--- src/hl2ig_defs.svh ---
// hl2ig_defs.svh: offsets, field positions, reset values and limits for
// the second data-link interrupt gating block.
// assumes: included by bare name into the package and the top module.
`ifndef HL2IG_DEFS_SVH
`define HL2IG_DEFS_SVH

// ============================================================
// register byte offsets on the 32-bit register bus
`define HL2IG_ADDR_W 8
`define HL2IG_OFS_LINK_EN 8'h00
`define HL2IG_OFS_LINK_STAT 8'h04
`define HL2IG_OFS_OVS_STAT 8'h08
`define HL2IG_OFS_OVS_EN 8'h0C

// ============================================================
// data-link field positions, shared by enable and status
`define HL2IG_NSRC 7
`define HL2IG_BIT_TX_BEGIN 6
`define HL2IG_BIT_RX_BEGIN 5
`define HL2IG_BIT_TX_DONE 4
`define HL2IG_BIT_RX_DONE 3
`define HL2IG_BIT_CHECKSUM 2
`define HL2IG_BIT_ABORT 1
`define HL2IG_BIT_IDLE 0
`define HL2IG_BIT_OVS 0

// ============================================================
// reset values and limits
`define HL2IG_LINK_EN_RST 7'h00
`define HL2IG_OVS_EN_RST 1'h0
`define HL2IG_OVS_LIMIT 16'h0114
`define HL2IG_RESP_OKAY 2'h0
`define HL2IG_RESP_DECERR 2'h3

`endif

--- src/hl2ig_pkg.sv ---
// hl2ig_pkg.sv: types for the data-link interrupt gating block.
// assumes: hl2ig_defs.svh sits in the same folder.
`include "hl2ig_defs.svh"

package hl2ig_pkg;

    // ========================================================
    // bus channel states, one-hot
    typedef enum logic [1:0] {
        HL2IG_WR_IDLE = 2'h1,
        HL2IG_WR_RESP = 2'h2
    } hl2ig_wr_t;

    typedef enum logic [1:0] {
        HL2IG_RD_IDLE = 2'h1,
        HL2IG_RD_DATA = 2'h2
    } hl2ig_rd_t;

    // ========================================================
    // whole state of the top module
    typedef struct packed {
        hl2ig_wr_t wr_state;
        hl2ig_rd_t rd_state;
        logic aw_held;
        logic [`HL2IG_ADDR_W-1:0] aw_addr;
        logic w_held;
        logic [7:0] w_data;
        logic w_lane0;
        logic awready;
        logic wready;
        logic bvalid;
        logic [1:0] bresp;
        logic arready;
        logic rvalid;
        logic [31:0] rdata;
        logic [1:0] rresp;
        logic [`HL2IG_NSRC-1:0] link_en;
        logic [`HL2IG_NSRC-1:0] link_stat;
        logic ovs_en;
        logic ovs_stat;
        logic irq;
    } hl2ig_state_t;

endpackage : hl2ig_pkg

--- src/hl2ig_top.sv ---
// hl2ig_top.sv: interrupt enable and status logic of the second data-link
// controller pair, with an AXI4-Lite register slave.
// assumes: event inputs are one-cycle pulses synchronous to aclk, driven
// by the transmit and receive engines, which live outside this block.
//
// How it works
// tx begin event gated by its enable
// rx begin event gated by its enable
// tx done event gated by its enable
// rx done event gated by its enable
// checksum error event gated by its enable
// abort sequence event gated by its enable
// idle flag event gated by its enable
// enables read-write, 0 off, reset to 0
// message over 276 bytes sets oversize flag
// oversize flag clears when its register read
// separate enable gates oversize interrupt
// link status bits latch, clear on read
// rx done also set by full buffer
// irq high while enabled flag set
`timescale 1ns/10ps

`include "hl2ig_defs.svh"

module hl2ig_top
    import hl2ig_pkg::*;
(
    input wire logic aclk,
    input wire logic aresetn,

    // register bus, write address channel
    input wire logic awvalid,
    output logic awready,
    input wire logic [`HL2IG_ADDR_W-1:0] awaddr,
    input wire logic [2:0] awprot,

    // write data channel
    input wire logic wvalid,
    output logic wready,
    input wire logic [31:0] wdata,
    input wire logic [3:0] wstrb,

    // write response channel
    output logic bvalid,
    input wire logic bready,
    output logic [1:0] bresp,

    // read address channel
    input wire logic arvalid,
    output logic arready,
    input wire logic [`HL2IG_ADDR_W-1:0] araddr,
    input wire logic [2:0] arprot,

    // read data channel
    output logic rvalid,
    input wire logic rready,
    output logic [31:0] rdata,
    output logic [1:0] rresp,

    // events from the transmit controller
    input wire logic tx_begin_evt,
    input wire logic tx_done_evt,

    // events from the receive controller
    input wire logic rx_begin_evt,
    input wire logic rx_done_evt,
    input wire logic rx_buf_full_evt,
    input wire logic checksum_error_evt,
    input wire logic abort_seen_evt,
    input wire logic idle_flag_seen_evt,

    // message accepted by the receive controller, with its byte length
    input wire logic rx_msg_accept,
    input wire logic [15:0] rx_msg_len,

    // single level interrupt request
    output logic irq
);

    // ============================================================
    // timing at the ports, counted in aclk edges
    // reset: awready, wready and arready rise at the first edge after
    //   release; every other output stays low until something happens
    // write: address and data are taken in either order; the edge
    //   after both are held carries the write out and raises bvalid
    // write: awready and wready stay low from their own handshake to
    //   the edge that takes the response
    // read: the edge that takes the address raises rvalid with
    //   the data; arready returns at the edge that takes the data
    // a read of a status register clears it at the address handshake;
    //   rdata shows the value from just before that clear
    // status writes: both status offsets answer OKAY and ignore data,
    //   so only a read clears a flag
    // events: a pulse high at an edge sets its flag at that edge, and
    //   irq follows at the same edge when the source is enabled
    // limitation: a level held on an event input sets its flag again
    //   every cycle, so a read cannot clear it while the level stays
    // limitation: only byte lane 0 holds fields; a write with its
    //   lane 0 strobe low is answered OKAY and changes nothing
    // oversize: a length equal to the limit is legal; one byte more
    //   sets the flag
    // trade-off: irq is built from next-state values to save a cycle
    //   of latency, at the cost of a longer path into its flop

    // ============================================================
    // state registers
    hl2ig_state_t st_r;
    hl2ig_state_t st_nxt;

    // ============================================================
    // event vector in status-bit order
    // pulses arrive already in the aclk domain from the engines,
    // so no synchroniser stands in front of them
    logic [`HL2IG_NSRC-1:0] link_evt;
    logic ovs_evt;

    // each source feeds the bit of the same position in the status
    assign link_evt[`HL2IG_BIT_TX_BEGIN] = tx_begin_evt;
    assign link_evt[`HL2IG_BIT_RX_BEGIN] = rx_begin_evt;
    assign link_evt[`HL2IG_BIT_TX_DONE] = tx_done_evt;
    // a full buffer ends reception just like a complete message
    assign link_evt[`HL2IG_BIT_RX_DONE] = rx_done_evt | rx_buf_full_evt;
    assign link_evt[`HL2IG_BIT_CHECKSUM] = checksum_error_evt;
    assign link_evt[`HL2IG_BIT_ABORT] = abort_seen_evt;
    assign link_evt[`HL2IG_BIT_IDLE] = idle_flag_seen_evt;

    // strictly longer than the limit; exactly at the limit is legal
    assign ovs_evt = rx_msg_accept && (rx_msg_len > `HL2IG_OVS_LIMIT);

    // ============================================================
    // address decode helpers
    logic wr_hit_link_en;
    logic wr_hit_link_stat;
    logic wr_hit_ovs_stat;
    logic wr_hit_ovs_en;
    logic rd_hit_link_en;
    logic rd_hit_link_stat;
    logic rd_hit_ovs_stat;
    logic rd_hit_ovs_en;
    logic wr_mapped;
    logic rd_mapped;

    // byte offsets compared whole: the low two bits must be zero
    assign wr_hit_link_en = (st_r.aw_addr == `HL2IG_OFS_LINK_EN);
    assign wr_hit_link_stat = (st_r.aw_addr == `HL2IG_OFS_LINK_STAT);
    assign wr_hit_ovs_stat = (st_r.aw_addr == `HL2IG_OFS_OVS_STAT);
    assign wr_hit_ovs_en = (st_r.aw_addr == `HL2IG_OFS_OVS_EN);
    assign rd_hit_link_en = (araddr == `HL2IG_OFS_LINK_EN);
    assign rd_hit_link_stat = (araddr == `HL2IG_OFS_LINK_STAT);
    assign rd_hit_ovs_stat = (araddr == `HL2IG_OFS_OVS_STAT);
    assign rd_hit_ovs_en = (araddr == `HL2IG_OFS_OVS_EN);

    // status registers answer OKAY to a write but ignore it
    // unmapped offsets answer DECERR and touch nothing
    assign wr_mapped = wr_hit_link_en | wr_hit_link_stat |
                       wr_hit_ovs_stat | wr_hit_ovs_en;
    assign rd_mapped = rd_hit_link_en | rd_hit_link_stat |
                       rd_hit_ovs_stat | rd_hit_ovs_en;

    // ============================================================
    // handshake helpers
    logic aw_take;
    logic w_take;
    logic ar_take;
    logic wr_fire;
    logic clr_link;
    logic clr_ovs;

    assign aw_take = awvalid & st_r.awready;
    assign w_take = wvalid & st_r.wready;
    assign ar_take = arvalid & st_r.arready;

    // a write is carried out once both address and data are held
    assign wr_fire = (st_r.wr_state == HL2IG_WR_IDLE) &&
                     st_r.aw_held && st_r.w_held;

    // the clear rides on the read handshake itself
    assign clr_link = ar_take & rd_hit_link_stat;
    assign clr_ovs = ar_take & rd_hit_ovs_stat;

    // ============================================================
    // per-bit sticky flag update, one term per status bit
    // each bit sees only its own event and the shared clear strobe
    logic [`HL2IG_NSRC-1:0] link_stat_upd;

    genvar gi;
    generate
        for (gi = 0; gi < `HL2IG_NSRC; gi++) begin : g_flag
            // an event in the clearing cycle survives: set wins
            assign link_stat_upd[gi] =
                (st_r.link_stat[gi] & ~clr_link) | link_evt[gi];
        end
    endgenerate

    // ============================================================
    // next-state logic: bus slave, flags, enables, interrupt
    always_comb begin
        st_nxt = st_r;

        // -------- write address and data capture --------
        // either may arrive first; each is held until the write fires
        if (aw_take) begin
            st_nxt.aw_held = 1'b1;
            st_nxt.aw_addr = awaddr;
        end
        if (w_take) begin
            st_nxt.w_held = 1'b1;
            st_nxt.w_data = wdata[7:0];
            st_nxt.w_lane0 = wstrb[0];
        end

        // -------- write execution and response --------
        // decode uses the held address, never the live bus
        unique case (st_r.wr_state)
            HL2IG_WR_IDLE: begin
                if (wr_fire) begin
                    // only byte lane 0 carries fields; other lanes drop
                    if (wr_hit_link_en && st_r.w_lane0) begin
                        st_nxt.link_en =
                            st_r.w_data[`HL2IG_NSRC-1:0];
                    end
                    if (wr_hit_ovs_en && st_r.w_lane0) begin
                        st_nxt.ovs_en = st_r.w_data[`HL2IG_BIT_OVS];
                    end
                    st_nxt.aw_held = 1'b0;
                    st_nxt.w_held = 1'b0;
                    st_nxt.bvalid = 1'b1;
                    st_nxt.bresp = wr_mapped ? `HL2IG_RESP_OKAY :
                                               `HL2IG_RESP_DECERR;
                    st_nxt.wr_state = HL2IG_WR_RESP;
                end
            end
            HL2IG_WR_RESP: begin
                if (bready) begin
                    st_nxt.bvalid = 1'b0;
                    st_nxt.bresp = `HL2IG_RESP_OKAY;
                    st_nxt.wr_state = HL2IG_WR_IDLE;
                end
            end
        endcase

        // each ready stays low while its own half of the write is still held
        st_nxt.awready = ~st_nxt.aw_held &&
                         (st_nxt.wr_state == HL2IG_WR_IDLE);
        st_nxt.wready = ~st_nxt.w_held &&
                        (st_nxt.wr_state == HL2IG_WR_IDLE);

        // -------- read channel --------
        // one read at a time: arready stays low until rdata is taken
        unique case (st_r.rd_state)
            HL2IG_RD_IDLE: begin
                if (ar_take) begin
                    // snapshot taken before this cycle's clear
                    st_nxt.rdata = 32'h0000_0000;
                    if (rd_hit_link_en) begin
                        st_nxt.rdata[`HL2IG_NSRC-1:0] = st_r.link_en;
                    end
                    if (rd_hit_link_stat) begin
                        st_nxt.rdata[`HL2IG_NSRC-1:0] = st_r.link_stat;
                    end
                    if (rd_hit_ovs_stat) begin
                        st_nxt.rdata[`HL2IG_BIT_OVS] = st_r.ovs_stat;
                    end
                    if (rd_hit_ovs_en) begin
                        st_nxt.rdata[`HL2IG_BIT_OVS] = st_r.ovs_en;
                    end
                    st_nxt.rresp = rd_mapped ? `HL2IG_RESP_OKAY :
                                               `HL2IG_RESP_DECERR;
                    st_nxt.rvalid = 1'b1;
                    st_nxt.arready = 1'b0;
                    st_nxt.rd_state = HL2IG_RD_DATA;
                end
            end
            HL2IG_RD_DATA: begin
                if (rready) begin
                    st_nxt.rvalid = 1'b0;
                    st_nxt.rdata = 32'h0000_0000;
                    st_nxt.rresp = `HL2IG_RESP_OKAY;
                    st_nxt.arready = 1'b1;
                    st_nxt.rd_state = HL2IG_RD_IDLE;
                end
            end
        endcase

        // arready comes up the first cycle out of reset
        if (st_r.rd_state == HL2IG_RD_IDLE && !st_r.rvalid &&
            !st_r.arready) begin
            st_nxt.arready = 1'b1;
        end

        // -------- sticky status flags --------
        // an event in the clearing cycle survives: set wins over clear
        st_nxt.link_stat = link_stat_upd;
        st_nxt.ovs_stat = (st_r.ovs_stat & ~clr_ovs) | ovs_evt;

        // -------- interrupt request --------
        // built from next values so irq tracks flags in the same edge
        st_nxt.irq = (|(st_nxt.link_stat & st_nxt.link_en)) |
                     (st_nxt.ovs_stat & st_nxt.ovs_en);
    end

    // ============================================================
    // state register, synchronous active-low reset
    always_ff @(posedge aclk) begin
        if (!aresetn) begin
            st_r.wr_state <= HL2IG_WR_IDLE;
            st_r.rd_state <= HL2IG_RD_IDLE;
            st_r.aw_held <= 1'b0;
            st_r.aw_addr <= 8'h00;
            st_r.w_held <= 1'b0;
            st_r.w_data <= 8'h00;
            st_r.w_lane0 <= 1'b0;
            st_r.awready <= 1'b0;
            st_r.wready <= 1'b0;
            st_r.bvalid <= 1'b0;
            st_r.bresp <= `HL2IG_RESP_OKAY;
            st_r.arready <= 1'b0;
            st_r.rvalid <= 1'b0;
            st_r.rdata <= 32'h0000_0000;
            st_r.rresp <= `HL2IG_RESP_OKAY;
            st_r.link_en <= `HL2IG_LINK_EN_RST;
            st_r.link_stat <= 7'h00;
            st_r.ovs_en <= `HL2IG_OVS_EN_RST;
            st_r.ovs_stat <= 1'b0;
            st_r.irq <= 1'b0;
        end else begin
            st_r <= st_nxt;
        end
    end

    // ============================================================
    // outputs straight from the state register
    assign awready = st_r.awready;
    assign wready = st_r.wready;
    assign bvalid = st_r.bvalid;
    assign bresp = st_r.bresp;
    assign arready = st_r.arready;
    assign rvalid = st_r.rvalid;
    assign rdata = st_r.rdata;
    assign rresp = st_r.rresp;
    assign irq = st_r.irq;

endmodule : hl2ig_top

--- config.mk ---
export PLATFORM = sky130hd
export DESIGN_NAME = hl2ig_top
export DESIGN_NICKNAME = d
export VERILOG_FILES = /design/src/hl2ig_pkg.sv /design/src/hl2ig_top.sv
export VERILOG_INCLUDE_DIRS = /design/src
export SDC_FILE = /design/constraint.sdc
export NUM_CORES = 1
export LEC_CHECK = 0
export BUFFER_PORTS_ARGS = -buffer_cell sky130_fd_sc_hd__buf_2
export CAP_MARGIN = 20
export CELL_PAD_IN_SITES_DETAIL_PLACEMENT = 1
export CELL_PAD_IN_SITES_GLOBAL_PLACEMENT = 2
export CORE_MARGIN = 3
export CORE_UTILIZATION = 22
export DETAILED_ROUTE_END_ITERATION = 8
export HOLD_SLACK_MARGIN = 0.08
export PLACE_DENSITY_LB_ADDON = 0.05
export SETUP_SLACK_MARGIN = 0.5
export SLEW_MARGIN = 20
export SYNTH_ARGS = -nofsm -noshare
export SYNTH_HDL_FRONTEND = slang
export SYNTH_SLANG_ARGS = --single-unit
--- constraint.sdc ---
create_clock -name aclk -period 1.6 [get_ports aclk]
set_input_delay 0.32 -clock aclk [delete_from_list [all_inputs] [get_ports aclk]]
set_output_delay 0.32 -clock aclk [all_outputs]
set_load 0.01 [all_outputs]
After elaboration in Yosys (flattened, before gate mapping):

Cells that the tools add are included.

* order comparisons: 1
* equal/unequal tests: 17
* multiplexer cells: 31
* bitwise logic cells: 35
* reduce and logical (&&, ||, !) cells: 17

Operators with widths (number)
* $mux 36: 2
* $pmux 36 s2: 1
* $mux 7: 5
* $eq 8x4->1 const B: 4
* $eq 8x3->1 const B: 2
* $gt 16x9->1 const B: 1
* $logic_not 8->1: 2
* $or 1x1->1: 16
* $and 1x1->1: 14
* $mux 2: 6
* $mux 1: 10
* $mux 10: 1
* $logic_and 1x1->1: 9
* $mux 9: 1
* $ne 2x2->1 const B: 4
* $pmux 2 s2: 2
* $and 7x7->7: 1
* $reduce_or 7->1: 1
* $eq 2x1->1 const B: 3
* $mux 3: 2
* $pmux 3 s2: 1
* $reduce_and 2->1: 3
* $eq 2x2->1 const B: 2
* $not 1->1: 4
* other kinds (3): 4

* flip-flop bits (word level): 81
* output and inout port bits: 42

Logic depth before layout (Yosys ltp):

* depth in word-level cells: 8
* depth in mapped cells: 6

Worst setup path before layout:

No wires, ideal clock.

* path type: register to register
* start point: register st_r[75] (netlist bit)
* end point: register, netlist name irq
* data arrival time: 1506 ps
* data required time: 1463 ps
* setup slack: -43 ps
* stages on the path, launching flop included: 7
* path buffers: 0
* path through: dfxtp_1 -> nor4_4 -> nand4_4 -> mux2i_1 -> o22ai_1 -> o31ai_1 -> o221ai_1

* word-level cells in the longest chain between the ends: 8
* elaborated cells between the ends (all ways): 14
* those cells by class: eq/ne (1); mux (6); bitwise (3); reduce/logical (4)

RTL lines
* start, declared: RTL line hl2ig_top.sv:107 `hl2ig_state_t st_r;`
* start signal, assigned: RTL line hl2ig_top.sv:327 `st_r <= st_nxt;`
* $logic_not 8->1 (no source line)
* $logic_and 1x1->1: RTL line hl2ig_top.sv:218 `if (wr_hit_link_en && st_r.w_lane0) begin`
* $mux 7: RTL line hl2ig_top.sv:218
* $mux 7: RTL line hl2ig_top.sv:216 `if (wr_fire) begin`
* $mux 7: RTL line hl2ig_top.sv:214 `unique case (st_r.wr_state)`
* $and 7x7->7: RTL line hl2ig_top.sv:298 `st_nxt.irq = (|(st_nxt.link_stat & st_nxt.link_en)) |`
* $reduce_or 7->1: RTL line hl2ig_top.sv:298
* $or 1x1->1 *: RTL line hl2ig_top.sv:298

Mark *: on every way between the ends. The rest lies on a longest branch, timed or not.
A chain may end at the register's enable or synchronous reset.

Worst setup path in the final report:

* start point: register st_r[75] (netlist bit)
* end point: register, netlist name irq

* word-level cells in the longest chain between the ends: 8
* elaborated cells between the ends (all ways): 14
* those cells by class: eq/ne (1); mux (6); bitwise (3); reduce/logical (4)

RTL lines (RTL line)
* $logic_not 8->1 (no source line)
* $logic_and 1x1->1: hl2ig_top.sv:218
* $mux 7: hl2ig_top.sv:218
* $mux 7: hl2ig_top.sv:216
* $mux 7: hl2ig_top.sv:214
* $and 7x7->7: hl2ig_top.sv:298
* $reduce_or 7->1: hl2ig_top.sv:298
* $or 1x1->1 *: hl2ig_top.sv:298

Marked as above.

==> results.tsv <==
stage	metric	value	unit
global_route	grt_use_total	0.112	
yosys	syn_area	2470	sq um
place	port_buffers	72	
place	hpwl	5180	microns
floorplan	rows	38	
yosys	synth_cell_types	42	
critical_path	critPathKind	reg -> reg	
routing	wl	6950	microns
cells_and_area	fin_cells	513	
yosys	synth-edff-count	0	
run_status	outcome	finished, violations left	
floorplan	die_h	112	microns
critical_path	critPathBufInv	0	
floorplan	dieArea	12500	sq um
power	power.leakage	1.55	nW
power	vdd_drop_max	0.343	mV
critical_path	arrival	2.09	ns
power	pwr-share-comb	0.238	
critical_path	cp-start-kind	flip-flop	
global_route	grt_pass1_wl	11200	microns
yosys	synth_flop_cell	dfxtp_1	
global_route	grt_max_degree	32	
critical_path	cpLargestDelayFamily	simple AND/OR/NAND/NOR gates	
routing	dr.pass1.iters	4	
cells_and_area	reg_top3	st_r x38, rdata x7	
floorplan	ios	132	
floorplan	die_w	112	microns
power	p_sw	868	uW
routing	drt_iter0_drc	51	
clocking	cts-root-buf	clkbuf_8	
sta	clock.fmax	0.525	GHz
place	place.gp.congestion	0.692	
clocking	cts_tree	yes	
power	seqPwrFrac	0.463	
power	pwr_density_cell	863	nW/um^2
cells_and_area	largest_reg_flops	38	
global_route	grt_pass1_vias	2266	
sta	holdWs	0.237	ns
place	place_inst	489	
clocking	clk_latency	0.31	ns
clocking	clock_path_buffers	2	
sta	setup_violations	3	
sta	final.setup.tns	-0.322	ns
critical_path	cp.required	1.78	ns
floorplan	core_area	10900	sq um
critical_path	cp_max_fo	7	
global_route	grt-ovfl-total	0	
cells_and_area	nNetsFinal	462	
worst_hold_path	hold_class	in -> reg	
clocking	cts_num_sinks	52	
yosys	synth_area_leaders	dfxtp_1, buf_4, nand2_1, mux2i_1, a21boi_0	
critical_path	worst_setup_path_end_kind	flip-flop	
sta	period_minus_slack	1.90	ns
place	post-place-ws	-0.468	ns
yosys	synth_seq_cells	52	
sta	fin_skew	0.00736	ns
flow_run	max_cap_viol_count	0	
clocking	hold_buffers	0	
yosys	async_reset_ff_frac	0	
clocking	cts_max_level	2	
yosys	synth_top_area_share	0.422	
power	p_int	2.23	mW
global_route	antenna_found_initial	0	
yosys	synth_most_common_cell	dfxtp_1	
cells_and_area	area_growth	45.7	%
cells_and_area	largest_register	st_r	
critical_path	max_stage_delay	0.36	ns
yosys	yosysWarnings	0	
run_status	violations	setup timing	
routing	drt-wirelength-per-cell	13.6	microns
sta	finalCritPeriodShare	1.19	
yosys	yosysSeqAreaShare	0.422	
critical_path	crit_chain	nor4_4, nand4_4, mux2i_2, o22ai_1, o31ai_1, o221ai_1	
yosys	synth_area_per_cell	8.84	sq um
clocking	clk_pin_slew	0.09	ns
cells_and_area	diodes	0	
yosys	synth_common_cells	dfxtp_1, nand2_1, buf_4	
sta	rsz0062_at_grt	yes	
routing	detail-route-antenna-nets	0	
routing	vias_per_cell	4.18	
critical_path	cp_slowest_cell	nor4_4	
cells_and_area	drive_gt1_frac	0.480	
routing	num_vias	2146	
sta	worst_slack	-0.305	ns
routing	drc	0	
floorplan	floorplan.initialDensity	0.226	
sta	slew_violations	0	
power	swShare	0.280	
clocking	cts_buffers	5	
yosys	synth_top_area_cell	dfxtp_1	
power	clkPwrFrac	0.298	
yosys	syn_inst	279	
sta	hold_viol_final	0	
cells_and_area	utilization	0.330	
cells_and_area	n_fill_cell	1274	
## per-layer routing
layer / GRT usage / routed length (microns) / up-vias
li1: - / - / 1067
met1: 0.141 / 3050 / 1008
met2: 0.185 / 3380 / 65
met3: 0.0310 / 431 / 6
met4: 0.0341 / 100 / 0
met5: 0 / 0 / -
## final cells by class
| type | count | area, sq um | area share |
|---|---|---|---|
| inverters | 4 | 15.0 | 0.00418 |
| clock buffers | 5 | 68.8 | 0.0192 |
| repair buffers | 106 | 768 | 0.214 |
| clock inverters | 3 | 42.5 | 0.0118 |
| well taps | 140 | 175 | 0.0488 |
| flip-flops and latches | 52 | 1060 | 0.296 |
| multi-input cells | 203 | 1460 | 0.406 |
## through the flow
step                      cell area, sq um  power (mW)
after floorplan                       2580        1.75
after global placement                2950        1.93
after detailed placement              2950        1.94
after CTS                             3370        3.04
after global routing                  3590        3.30
final                                 3590        3.10
## power groups by stage
stage / registers [mW] / clock network, mW / logic [mW]
final: 1.44 / 0.925 / 0.739
after global routing: 1.45 / 1.04 / 0.816
after CTS: 1.43 / 0.980 / 0.625
after detailed placement: 1.45 / 0 / 0.487
after global placement: 1.45 / 0 / 0.486
after floorplan: 1.45 / 0 / 0.300
## cells in the final DEF, fill, tap and decap left out, types with 3 or more instances in the layout
cell / n
nor2_1: 7
o22ai_1: 3
nor2b_1: 14
buf_4: 25
dfxtp_2: 18
mux2i_1: 13
nand2_1: 42
nand2_4: 4
and2b_1: 3
o21ai_0: 4
buf_6: 28
a21oi_4: 6
dfxtp_1: 34
o21ai_2: 7
clkbuf_8: 5
conb_1: 25
a21boi_0: 17
and2_1: 7
buf_2: 53
inv_1: 3
## kinds of logic after synthesis
kind of cell / after synthesis / share of synthesized area
other: 1 / 0.00152
muxes: 15 / 0.0609
AOI/OAI and AO/OA: 55 / 0.146
DFF: 52 / 0.422
and+or+nand+nor: 108 / 0.242
buffers and inverters: 48 / 0.128
## worst reg2reg max path: cells and delay by family (launching register included)
family	cells	cell delay (ns)
AOI/OAI and AO/OA	3	0.56
DFF	1	0.34
muxes	1	0.28
and+or+nand+nor	2	0.60
## path summary, 6_finish.rpt
check	endpoint	cells past startpoint	slack (ns)	from
max	irq$_SDFF_PN0_	6	-0.30	st_r[75]$_SDFFE_PN0P_
min	st_r[5]$_SDFF_PN0_	3	0.24	checksum_error_evt
max reg2reg	irq$_SDFF_PN0_	6	-0.30	st_r[75]$_SDFFE_PN0P_
min reg2reg	st_r[74]$_SDFFE_PN0P_	2	0.47	st_r[74]$_SDFFE_PN0P_
## timing repair
action                     4_1_cts  5_1_grt
hold endpoints to repair         0        0
gates resized for setup         64       38
pin swaps                       13       13
setup endpoints to repair       49       58
cloned                           0        0
setup buffers                    7        9
(Power assumes the default switching activity.)
